==> src/verilog/eeprom_front_regs.vh <==
`ifndef EEPROM_FRONT_REGS_VH
`define EEPROM_FRONT_REGS_VH
// Opcodes.
`define OP_SET_WRITE_LATCH 8'h06
`define OP_CLEAR_WRITE_LATCH 8'h04
`define OP_READ_STATUS 8'h05
`define OP_WRITE_STATUS 8'h01
`define OP_READ_MEM 8'h03
`define OP_WRITE_MEM 8'h02
// Status and control bit positions.
`define ST_BUSY 0
`define ST_WRITE_LATCH 1
`define ST_GUARD_LO 2
`define ST_GUARD_HI 3
`define ST_PAGE_LOCK 4
`define ST_ZERO 5
`define ST_PAGE_SELECT 6
`define ST_PIN_GUARD 7
// Bits that the status write may change.
`define ST_WRITE_MASK 8'hDC
// Power-up value of the non-volatile bits.
`define NV_RESET 4'h0
// Array size and protected block starts.
`define ADDR_BITS 13
`define GUARD_QUARTER 13'h1800
`define GUARD_HALF 13'h1000
`define ID_PAGE_BYTES 32
// Timing: internal write time in microseconds and clock rate in MHz.
`define INTERNAL_WRITE_TIME_US 4000
`define REF_CLK_MHZ 250
`define WRITE_CYCLES (`INTERNAL_WRITE_TIME_US * `REF_CLK_MHZ)
`endif

==> src/verilog/spi_eeprom_command_protect.v <==
`timescale 1ns/1ps
`include "eeprom_front_regs.vh"

// Behaviour
// - Sample serial input on rising clock edge.
// - Change serial output on falling edge.
// - Output released while deselected; write continues.
// - First eight bits form opcode; unknowns ignored.
// - Decode set, clear latch, read status.
// - Decode write status, read, write memory.
// - Busy bit set during write, host-immutable.
// - Latch set and cleared by commands.
// - Guard bits written only by status write.
// - Guard code selects protected upper region.
// - Pin guard blocks status writes when active.
// - Latch clear rejects every write.
// - Page select routes access to id page.
// - Page select clears after read or write.
// - Page lock makes id page read-only.
// - Setting select and lock together changes neither.
// - Status layout fixed, bit five zero.
// - Internal write ends within write time.
// - Status write touches only bits 2,3,4,6,7.
// - During write only read status accepted.
// - Write completion clears the latch.
module spi_eeprom_command_protect #(
  parameter WRITE_CYCLES = `WRITE_CYCLES
) (
  // Clock and reset.
  input wire ref_clk,
  input wire rst,
  // Serial link pins from the host.
  input wire chip_sel_n,
  input wire serial_clk,
  input wire serial_in,
  input wire pause_n,
  input wire protect_n,
  // Serial output as a three-state pin.
  output reg serial_out,
  output wire serial_out_en,
  // Memory write port, fed through a two-entry buffer.
  output wire mem_wr_valid,
  input wire mem_wr_ready,
  output wire [12:0] mem_wr_addr,
  output wire [7:0] mem_wr_data,
  output wire mem_wr_id_page,
  // Memory read port, combinational lookup by address.
  output wire [12:0] mem_rd_addr,
  output wire mem_rd_id_page,
  input wire [7:0] mem_rd_data,
  // Status view.
  output wire [7:0] status_control,
  output wire internal_write_busy
);

  // States of the command sequencer, one-hot.
  localparam S_OPCODE = 6'b000001;
  localparam S_ADDR = 6'b000010;
  localparam S_WDATA = 6'b000100;
  localparam S_RDATA = 6'b001000;
  localparam S_STATUS = 6'b010000;
  localparam S_IGNORE = 6'b100000;

  // Two-flop synchronisers for every pin.
  reg [4:0] sync_a;
  reg [4:0] sync_b;
  reg [4:0] sync_c;
  always @(posedge ref_clk) begin
    sync_a <= {protect_n, pause_n, serial_in, serial_clk, chip_sel_n};
    sync_b <= sync_a;
    sync_c <= sync_b;
  end
  wire cs_n = sync_b[0];
  wire sck = sync_b[1];
  wire sdi = sync_b[2];
  wire hold_n = sync_b[3];
  wire wp_n = sync_b[4];
  wire sck_rise = sck & ~sync_c[1] & ~cs_n & hold_n;
  wire sck_fall = ~sck & sync_c[1] & ~cs_n & hold_n;
  wire cs_rise = cs_n & ~sync_c[0];

  // Status storage.
  reg write_latch;
  reg busy;
  reg id_page_select;
  reg id_page_lock;
  reg block_guard_lo;
  reg block_guard_hi;
  reg pin_guard_enable;
  assign status_control = {pin_guard_enable, id_page_select, 1'b0,
    id_page_lock, block_guard_hi, block_guard_lo, write_latch,
    busy};
  assign internal_write_busy = busy;

  // Protection decisions.
  wire hw_guard = ~wp_n & pin_guard_enable;
  wire status_writable = write_latch & ~hw_guard;

  // Shift and frame state.
  reg [5:0] state;
  reg [2:0] bit_cnt;
  reg [7:0] shift_in;
  reg [7:0] opcode;
  reg [15:0] addr;
  reg [4:0] addr_bytes;
  reg [7:0] shift_out;
  reg [7:0] new_status;
  reg status_pending;
  reg mem_written;
  reg frame_accessed;
  wire [7:0] next_byte = {shift_in[6:0], sdi};
  wire byte_done = sck_rise & (bit_cnt == 3'd7);

  // Address is protected per the guard code.
  function guarded;
    input [12:0] a;
    input [1:0] code;
    begin
      case (code)
        2'b01: guarded = (a >= `GUARD_QUARTER);
        2'b10: guarded = (a >= `GUARD_HALF);
        2'b11: guarded = 1'b1;
        default: guarded = 1'b0;
      endcase
    end
  endfunction

  wire [1:0] guard_code = {block_guard_hi, block_guard_lo};
  wire [12:0] cur_addr = addr[12:0];
  wire byte_writable = write_latch & (id_page_select ?
    (~id_page_lock & ~guarded({8'h00, cur_addr[4:0]}, guard_code)) :
    ~guarded(cur_addr, guard_code));

  // Two-entry write buffer.
  reg [21:0] buf_data [0:1];
  reg [1:0] buf_cnt;
  reg buf_rd;
  reg buf_wr;
  wire buf_in_ready = (buf_cnt != 2'd2);
  wire buf_push = byte_done & (state == S_WDATA) & byte_writable &
    buf_in_ready;
  wire buf_pop = mem_wr_valid & mem_wr_ready;
  assign mem_wr_valid = (buf_cnt != 2'd0);
  assign mem_wr_addr = buf_data[buf_rd][20:8];
  assign mem_wr_data = buf_data[buf_rd][7:0];
  assign mem_wr_id_page = buf_data[buf_rd][21];
  assign mem_rd_addr = id_page_select ? {8'h00, cur_addr[4:0]} : cur_addr;
  assign mem_rd_id_page = id_page_select;

  // Buffer pointers and storage.
  always @(posedge ref_clk) begin
    if (rst) begin
      buf_cnt <= 2'd0;
      buf_rd <= 1'b0;
      buf_wr <= 1'b0;
    end else begin
      if (buf_push) begin
        buf_data[buf_wr] <= {id_page_select, cur_addr, next_byte};
        buf_wr <= ~buf_wr;
      end
      if (buf_pop)
        buf_rd <= ~buf_rd;
      if (buf_push & ~buf_pop)
        buf_cnt <= buf_cnt + 2'd1;
      else if (buf_pop & ~buf_push)
        buf_cnt <= buf_cnt - 2'd1;
    end
  end

  // Internal write timer.
  reg [31:0] wr_timer;

  // Command sequencer, status update and write timing.
  always @(posedge ref_clk) begin
    if (rst) begin
      state <= S_OPCODE;
      bit_cnt <= 3'd0;
      shift_in <= 8'h00;
      opcode <= 8'h00;
      addr <= 16'h0000;
      addr_bytes <= 5'd0;
      write_latch <= 1'b0;
      busy <= 1'b0;
      id_page_select <= 1'b0;
      status_pending <= 1'b0;
      new_status <= 8'h00;
      mem_written <= 1'b0;
      frame_accessed <= 1'b0;
      wr_timer <= 32'd0;
      shift_out <= 8'h00;
    end else begin
      // Running write continues regardless of chip select.
      if (busy) begin
        if (wr_timer >= WRITE_CYCLES - 1) begin
          busy <= 1'b0;
          write_latch <= 1'b0;
          wr_timer <= 32'd0;
        end else begin
          wr_timer <= wr_timer + 32'd1;
        end
      end
      if (cs_n) begin
        state <= S_OPCODE;
        bit_cnt <= 3'd0;
        addr_bytes <= 5'd0;
      end
      if (cs_rise) begin
        // Frame end launches any valid write.
        if (status_pending) begin
          pin_guard_enable <= new_status[`ST_PIN_GUARD];
          block_guard_hi <= new_status[`ST_GUARD_HI];
          block_guard_lo <= new_status[`ST_GUARD_LO];
          if (~(new_status[`ST_PAGE_SELECT] &
              new_status[`ST_PAGE_LOCK])) begin
            id_page_select <= new_status[`ST_PAGE_SELECT];
            id_page_lock <= id_page_lock | new_status[`ST_PAGE_LOCK];
          end
          busy <= 1'b1;
        end
        if (mem_written)
          busy <= 1'b1;
        if (frame_accessed)
          id_page_select <= 1'b0;
        status_pending <= 1'b0;
        mem_written <= 1'b0;
        frame_accessed <= 1'b0;
      end
      if (sck_rise) begin
        bit_cnt <= bit_cnt + 3'd1;
        shift_in <= next_byte;
      end
      if (byte_done) begin
        case (state)
          S_OPCODE: begin
            opcode <= next_byte;
            if (next_byte == `OP_READ_STATUS) begin
              state <= S_STATUS;
              shift_out <= status_control;
            end else if (busy) begin
              state <= S_IGNORE;
            end else if (next_byte == `OP_SET_WRITE_LATCH) begin
              write_latch <= 1'b1;
              state <= S_IGNORE;
            end else if (next_byte == `OP_CLEAR_WRITE_LATCH) begin
              write_latch <= 1'b0;
              state <= S_IGNORE;
            end else if (next_byte == `OP_WRITE_STATUS ||
                next_byte == `OP_READ_MEM ||
                next_byte == `OP_WRITE_MEM) begin
              state <= S_ADDR;
            end else begin
              state <= S_IGNORE;
            end
          end
          S_ADDR: begin
            if (opcode == `OP_WRITE_STATUS) begin
              if (status_writable) begin
                new_status <= next_byte;
                status_pending <= 1'b1;
              end
              state <= S_IGNORE;
            end else begin
              addr <= {addr[7:0], next_byte};
              addr_bytes <= addr_bytes + 5'd1;
              if (addr_bytes == 5'd1) begin
                if (opcode == `OP_READ_MEM) begin
                  state <= S_RDATA;
                  frame_accessed <= 1'b1;
                end else begin
                  state <= S_WDATA;
                end
              end
            end
          end
          S_WDATA: begin
            // Page roll-over keeps the upper address bits.
            addr[4:0] <= addr[4:0] + 5'd1;
            if (buf_push) begin
              mem_written <= 1'b1;
              frame_accessed <= 1'b1;
            end
          end
          S_RDATA: begin
            if (id_page_select)
              addr[4:0] <= addr[4:0] + 5'd1;
            else
              addr <= addr + 16'd1;
          end
          S_STATUS: begin
            shift_out <= status_control;
          end
          default: begin
            state <= S_IGNORE;
          end
        endcase
      end
      // Read data is taken at the first falling edge of each byte, once
      // the address has settled.
      if (state == S_RDATA && sck_fall && bit_cnt == 3'd0)
        shift_out <= mem_rd_data;
    end
  end

  // Non-volatile bits hold their value over reset.
  initial begin
    {pin_guard_enable, id_page_lock, block_guard_hi, block_guard_lo} =
      `NV_RESET;
  end

  // Output shifts on falling edges, MSB first.
  always @(posedge ref_clk) begin
    if (rst)
      serial_out <= 1'b0;
    else if (sck_fall) begin
      // A read byte's first bit comes straight from the store.
      if (state == S_RDATA && bit_cnt == 3'd0)
        serial_out <= mem_rd_data[7];
      else
        serial_out <= shift_out[3'd7 - bit_cnt];
    end
  end

  // Driven only while selected, not paused, and sending.
  assign serial_out_en = ~cs_n & hold_n &
    (state == S_RDATA || state == S_STATUS);

endmodule

==> config.mk <==
export PLATFORM = sky130hd
export DESIGN_NAME = spi_eeprom_command_protect
export DESIGN_NICKNAME = d
export VERILOG_FILES = /design/src/verilog/spi_eeprom_command_protect.v
export VERILOG_INCLUDE_DIRS = /design/src /design/src/verilog
export SDC_FILE = /design/constraint.sdc
export NUM_CORES = 1
export LEC_CHECK = 0
export BUFFER_PORTS_ARGS = -buffer_cell sky130_fd_sc_hd__buf_2
export CORE_ASPECT_RATIO = 0.8
export CORE_MARGIN = 5
export CORE_UTILIZATION = 40
export DETAILED_ROUTE_END_ITERATION = 16
export GPL_TIMING_DRIVEN = 0
export PLACE_DENSITY = 0.61
export SYNTH_ARGS = -nofsm -noshare
export SYNTH_HDL_FRONTEND = slang
export SYNTH_SLANG_ARGS = --single-unit
export TNS_END_PERCENT = 5
==> constraint.sdc <==
create_clock -name ref_clk -period 4.5 [get_ports ref_clk]
set_clock_uncertainty 0.2 [all_clocks]
set_input_delay 0.45 -clock ref_clk [delete_from_list [all_inputs] [get_ports ref_clk]]
set_output_delay 0.45 -clock ref_clk [all_outputs]
set_load 0.01 [all_outputs]
==> results.md, run 1 <==
* Antenna cells at 0
* Pre-CTS setup slack at 1.070 ns
* Pleak at 3.129 nW
* Setup ws final at 1.093 ns
* Share of post-route cells with drive strength above 1 at 20.94%
* CTS H-tree depth at 4
* Num CTS Buffers at 17
* Seq cells post-synth at 159
* Routed WL at 18,700 um
* Fin crit period at 3.407 ns
* Post-CTS Setup Bufs at 0
* Sequential area share after synthesis at 49.61%
* Residual overflow from global routing at 0
* Max-slew headroom at 25.77%
* Syn_area_per_cell at 10.16 um2
* Worst Hold Class: primary input to register
* Top cells by area, synth: dfxtp_1, edfxtp_1, mux2_2
* DPL Wire Length at 13,070 um
* Filler instances at 1,732
* CTS tree: done
* CP Capture Type: register
* Starting Density at 40.65%
* Post-synthesis cell area at 0.007385 mm2
* Core area at 0.01817 mm2
* Final critical-path share of the clock period at 75.71%
* Post-route ant nets at 0
* Outcome: finished, final reports clean
* Number of synthesized flops with an enable pin at 48
* Starting DRT DRC Count at 579
* MaxCap Viol Count at 0
* Port Buffers at 61
* Layout Nets at 838
* I/O pins at 64
* Commonest non-fill, non-tap cell in the layout: dfxtp_1
* Skew-Pair Late Insertion Delay at 0.43 ns
* DRC violations left at 0
* Cell taking the most area after synthesis: dfxtp_1
* First-pass GRT wire length at 30,040 um
* Pwr Density at 344.4 mW/mm2
* Final Setup Violations at 0
* Crit path max fanout at 12
* WP data required at 4.43 ns
* Clock slew at reported path FFs at 0.07 ns
* Site Rows at 44
* Post-synth net total at 752
* Overall via count from detail_route at 5,815
* Synth top area share at 30.09%
* Slew @ Worst Pin at 1.113 ns
* Gate Count Post-Synth at 727
* Unrepaired setup endpoints after global routing: no
* Final Hold Viols at 0
* DR WL/cell at 17.71 um
* CTS Sinks at 159
* Crit Path Class: register to register
* Crit path DAT at 3.34 ns
* Synth cell types at 68
* Root buffer cell: clkbuf_16
* Ys async rst share at 0%
* Initial antenna violation count at 0
* Synth warn at 0
* Vias in the first global route at 5,279
* Fmax at 0.2935 GHz
* Pin count of the biggest net entering global routing at 23
* Clock Tree Buf Depth at 2
* Commonest non-fill, non-tap cells in the layout: dfxtp_1, buf_2, nand2_1
* All-Layer GR Usage at 17.64%
* Peak supply drop at 0.2502 mV
* Die height at 131.5 um
* Top_reg_cell synth: dfxtp_1
* GP Congestion at 0.8478
* Final core occ at 47.64%
* Die ar. at 0.02130 mm2
* Hold Buf Count CTS at 5
* Area Growth Syn to Fin at 17.21%
* Die W at 161.9 um
* PostCTS Resize Cnt at 0
* DRT Pass-1 Iters at 5
* Via-per-instance ratio at 5.507
* Nature of the critical path startpoint: register
* Final max-slew violation count at 0
metal layers:
metal,GRT usage [%],wire (um),vias up
met4,3.617,195,0
met1,28.09,9639,2775
met3,4.195,1217,18
met2,24.07,7647,198
li1,-,-,2824
met5,0,0,-
state kept, by name (all words and copies together), names as in the netlist, 2 cells and up, named ones only:
| register | cells |
|---|---|
| buf_data | 44 |
| wr_timer | 32 |
| addr | 13 |
| opcode | 8 |
| shift_out | 8 |
| shift_in | 7 |
| state | 6 |
| addr_bytes | 5 |
| new_status | 5 |
| sync_a | 5 |
| sync_b | 5 |
| bit_cnt | 3 |
| buf_cnt | 2 |
| sync_c | 2 |
worst paths after layout:
kind                                start                         to  slack (ns)  cells past startpoint
hold / removal                        rst       addr[6]$_SDFFE_PP0P_        0.08                      2
setup reg to reg  bit_cnt[0]$_SDFFE_PP0P_  buf_data[0][13]$_DFFE_PP_        1.09                      8
setup / recovery  bit_cnt[0]$_SDFFE_PP0P_  buf_data[0][13]$_DFFE_PP_        1.09                      8
hold reg to reg         sync_a[2]$_DFF_P_          sync_b[2]$_DFF_P_        0.13                      0
where the power goes:
| part | internal, mW | leakage, nW | switching [mW] |
|---|---|---|---|
| logic | 0.0184 | 1.50 | 0.0343 |
| registers | 1.47 | 1.34 | 0.00765 |
| clock network | 0.764 | 0.290 | 0.683 |
| total | 2.26 | 3.13 | 0.725 |
critical path: stages, from the launching register on:
cell,delay [ns]
dfxtp_1,0.45
ha_1,0.20
ha_1,0.13
nor2b_1,0.27
nand3_1,0.16
nor4bb_1,0.30
clkbuf_1,0.31
nor3b_2,0.82
buf_6,0.27
synthesized netlist by cell type, drive strengths merged (13+ instances only):
master / instances
clkbuf: 23
inv: 15
mux2i: 14
a21oi: 47
edfxtp: 48
xnor2: 27
nand2: 55
nand4: 13
nor4: 20
mux2: 26
dfxtp: 111
nand3: 34
nor2b: 16
nor3: 54
nand2b: 17
buf: 29
nor2: 45
kinds of logic (layout without fill, tap and decap cells):
logic type,Yosys count,in the layout,share of synthesized area [%]
AO/OA/AOI/OAI,112,112,10.20
XOR/XNOR,36,36,4.270
adder cells (fa/ha/maj),9,9,1.525
buffers and inverters,68,167,4.659
flip-flops,159,159,49.61
multiplexers,42,42,6.472
other,1,1,0.05078
AND/OR/NAND/NOR,300,300,23.21
stage by stage:
step                hold slack [ns]  setup TNS [ns]  instance area, um2  cells  power [mW]
finish                      0.08012               0                8656   1056       2.981
floorplan                    0.1096               0                7385    727       1.537
CTS                         0.06240               0                8656   1056       3.010
detailed placement           0.1154               0                7994   1019       1.562
global route                0.06178               0                8656   1056       3.082
global placement             0.1096          -15.30                7978   1018       1.562
cell type report:
class	instances	area, um2	share of cell area, %
flip-flops and latches	159	3664	42.32
multi-input cells	500	3382	39.07
clock buffers	18	439.2	5.074
repair buffers	67	366.6	4.235
plain buffers	53	287.8	3.325
well taps	230	287.8	3.325
clock inverters	14	172.7	1.995
inverters	15	56.30	0.6505
No activity file was read; power rests on OpenSTA's default activity.
==> run 2: changes to the inputs <==
==> constraint.sdc (replaced) <==
create_clock -name ref_clk -period 3.2 [get_ports ref_clk]
set_clock_uncertainty 0.2 [all_clocks]
set_input_delay 0.32 -clock ref_clk [delete_from_list [all_inputs] [get_ports ref_clk]]
set_output_delay 0.32 -clock ref_clk [all_outputs]
set_load 0.01 [all_outputs]
==> results.md, run 2 (synthesized netlist as in run 1, its figures left out) <==
* Outcome: finished, final reports clean
* Pwr Density at 478.8 mW/mm2 (+39%)
* Pre-CTS setup slack at -0.2853 ns (-1.355 ns)
* Num CTS Buffers at 17 (unchanged)
* Non-filler cells, final at 1,063 (+0.66%)
* Root buffer cell: clkbuf_16
* Post-route ant nets at 0 (unchanged)
* Worst Hold Class: primary input to register
* CTS tree: done
* GP Congestion at 0.8757 (+3.3%)
* Peak supply drop at 0.3139 mV (+25%)
* Commonest non-fill, non-tap cells in the layout: dfxtp_1, buf_2, nand2_1
* Via-per-instance ratio at 5.400 (-1.9%)
* CTS H-tree depth at 4 (unchanged)
* Biggest regs: buf_data x44, wr_timer x32, addr x13
* Starting DRT DRC Count at 463 (-20%)
* Skew-Pair Late Insertion Delay at 0.44 ns (about the same)
* Fin crit period at 3.041 ns (-0.3660 ns)
* Max-slew headroom at 30.89% (+5.1 points)
* Site Rows at 44 (unchanged)
* Slew @ Worst Pin at 1.022 ns (-0.09107 ns)
* Die W at 161.9 um (unchanged)
* Hold slack at 0.01414 ns (-0.06598 ns)
* CTS Sinks at 159 (unchanged)
* Pin count of the biggest net entering global routing at 23 (unchanged)
* Most flop-heavy register: buf_data
* Share of post-route cells with drive strength above 1 at 21.01% (+0.064 points)
* Die height at 131.5 um (unchanged)
* Post-CTS Setup Bufs at 0 (unchanged)
* I/O pins at 64 (unchanged)
* Crit path max fanout at 18 (+6)
* Filler instances at 1,702 (-1.7%)
* Die ar. at 0.02130 mm2 (unchanged)
* Final Hold Viols at 0 (unchanged)
* Unrepaired setup endpoints after global routing: no
* Starting Density at 40.65% (unchanged)
* Layout Nets at 845 (+0.84%)
* Routed WL at 18,520 um (-0.95%)
* Crit path DAT at 2.98 ns (-0.36 ns)
* Overall via count from detail_route at 5,740 (-1.3%)
* Antenna cells at 0 (unchanged)
* Final max-slew violation count at 0 (unchanged)
* Residual overflow from global routing at 0 (unchanged)
* Hold Crit Depth at 3 (+1)
* DR WL/cell at 17.42 um (-1.6%)
* Setup ws final at 0.1592 ns (-0.9340 ns)
* Reg2Reg Depth at 8 (unchanged)
* Initial antenna violation count at 0 (unchanged)
* Core area at 0.01817 mm2 (unchanged)
* Commonest non-fill, non-tap cell in the layout: dfxtp_1
* Post-DP Area at 0.008004 mm2 (+0.13%)
* Max reg flops at 44 (unchanged)
* Final Cell Area at 0.008718 mm2 (+0.72%)
* Port Buffers at 61 (unchanged)
* Final Setup Violations at 0 (unchanged)
* Vias in the first global route at 5,265 (-0.27%)
* WP data required at 3.14 ns (-1.29 ns)
* Placed insts at 1,019 (unchanged)
* All-Layer GR Usage at 17.42% (-0.22 points)
* Final critical-path share of the clock period at 95.02% (+19 points)
* Crit Path Class: register to register
* DRC violations left at 0 (unchanged)
* Area Growth Syn to Fin at 18.06%
* Final core occ at 47.99% (+0.34 points)
* CP Capture Type: register
* Clock Tree Buf Depth at 2 (unchanged)
* First-pass GRT wire length at 29,650 um (-1.3%)
* DPL Wire Length at 12,950 um (-0.93%)
* Pleak at 3.156 nW (+0.86%)
* Nature of the critical path startpoint: register
* DRT Pass-1 Iters at 5 (unchanged)
* MaxCap Viol Count at 0 (unchanged)
* Fmax at 0.3289 GHz (+12%)
* Clock slew at reported path FFs at 0.07 ns (about the same)
-- run 2: final timing paths --
path / slack [ns] / to / startpoint
max: 0.16 / buf_data[0][13]$_DFFE_PP_ / bit_cnt[0]$_SDFFE_PP0P_
min: 0.01 / shift_out[2]$_SDFFE_PP0P_ / mem_rd_data[2]
max reg2reg: 0.16 / buf_data[0][13]$_DFFE_PP_ / bit_cnt[0]$_SDFFE_PP0P_
min reg2reg: 0.13 / sync_b[0]$_DFF_P_ / sync_a[0]$_DFF_P_
-- run 2: stage by stage --
stage	power (mW)	TNS (ns)
2_1_floorplan	2.162	0
3_3_place_gp	2.197	-19.68
3_5_place_dp	2.196	-6.258
4_1_cts	4.204	0
5_1_grt	4.298	0
6_report	4.175	0
-- run 2: layout make-up --
type | count | area [um2] | area share, %
flip-flops and latches | 159 | 3664 | 42.02
inverters | 15 | 56.30 | 0.6458
well taps | 230 | 287.8 | 3.301
clock inverters | 15 | 163.9 | 1.880
multi-input cells | 500 | 3392 | 38.91
repair buffers | 74 | 440.4 | 5.052
clock buffers | 17 | 425.4 | 4.879
plain buffers | 53 | 289.0 | 3.315
-- run 2: critical path, stage by stage (launching register included) --
cell      delay, ns
dfxtp_1        0.45
ha_1           0.19
ha_1           0.12
nor2b_1        0.32
nand3_1        0.17
nor4bb_1       0.39
clkbuf_2       0.27
nor3b_4        0.38
buf_8          0.24
-- run 2: report_power, final --
part           internal, mW  switching, mW  leakage (nW)
logic                0.0315         0.0494          1.53
clock network          1.05          0.962         0.288
registers              2.07         0.0107          1.34
total                  3.15           1.02          3.16
-- run 2: per-layer routing --
metal	track usage, %	share of wire (%)	vias to the layer above
met5	0	0	-
met4	4.744	1.3	0
met3	4.101	6.9	19
met2	23.44	40	176
met1	27.50	51	2708
li1	-	-	2837
-- run 2: what timing repair did --
item | 4_1_cts | 5_1_grt
hold endpoints to repair | 14 | 0
resized for setup | 1 | 2
pin swaps | 0 | 0
hold buffers | 12 | 0
setup endpoints to repair | 22 | 41
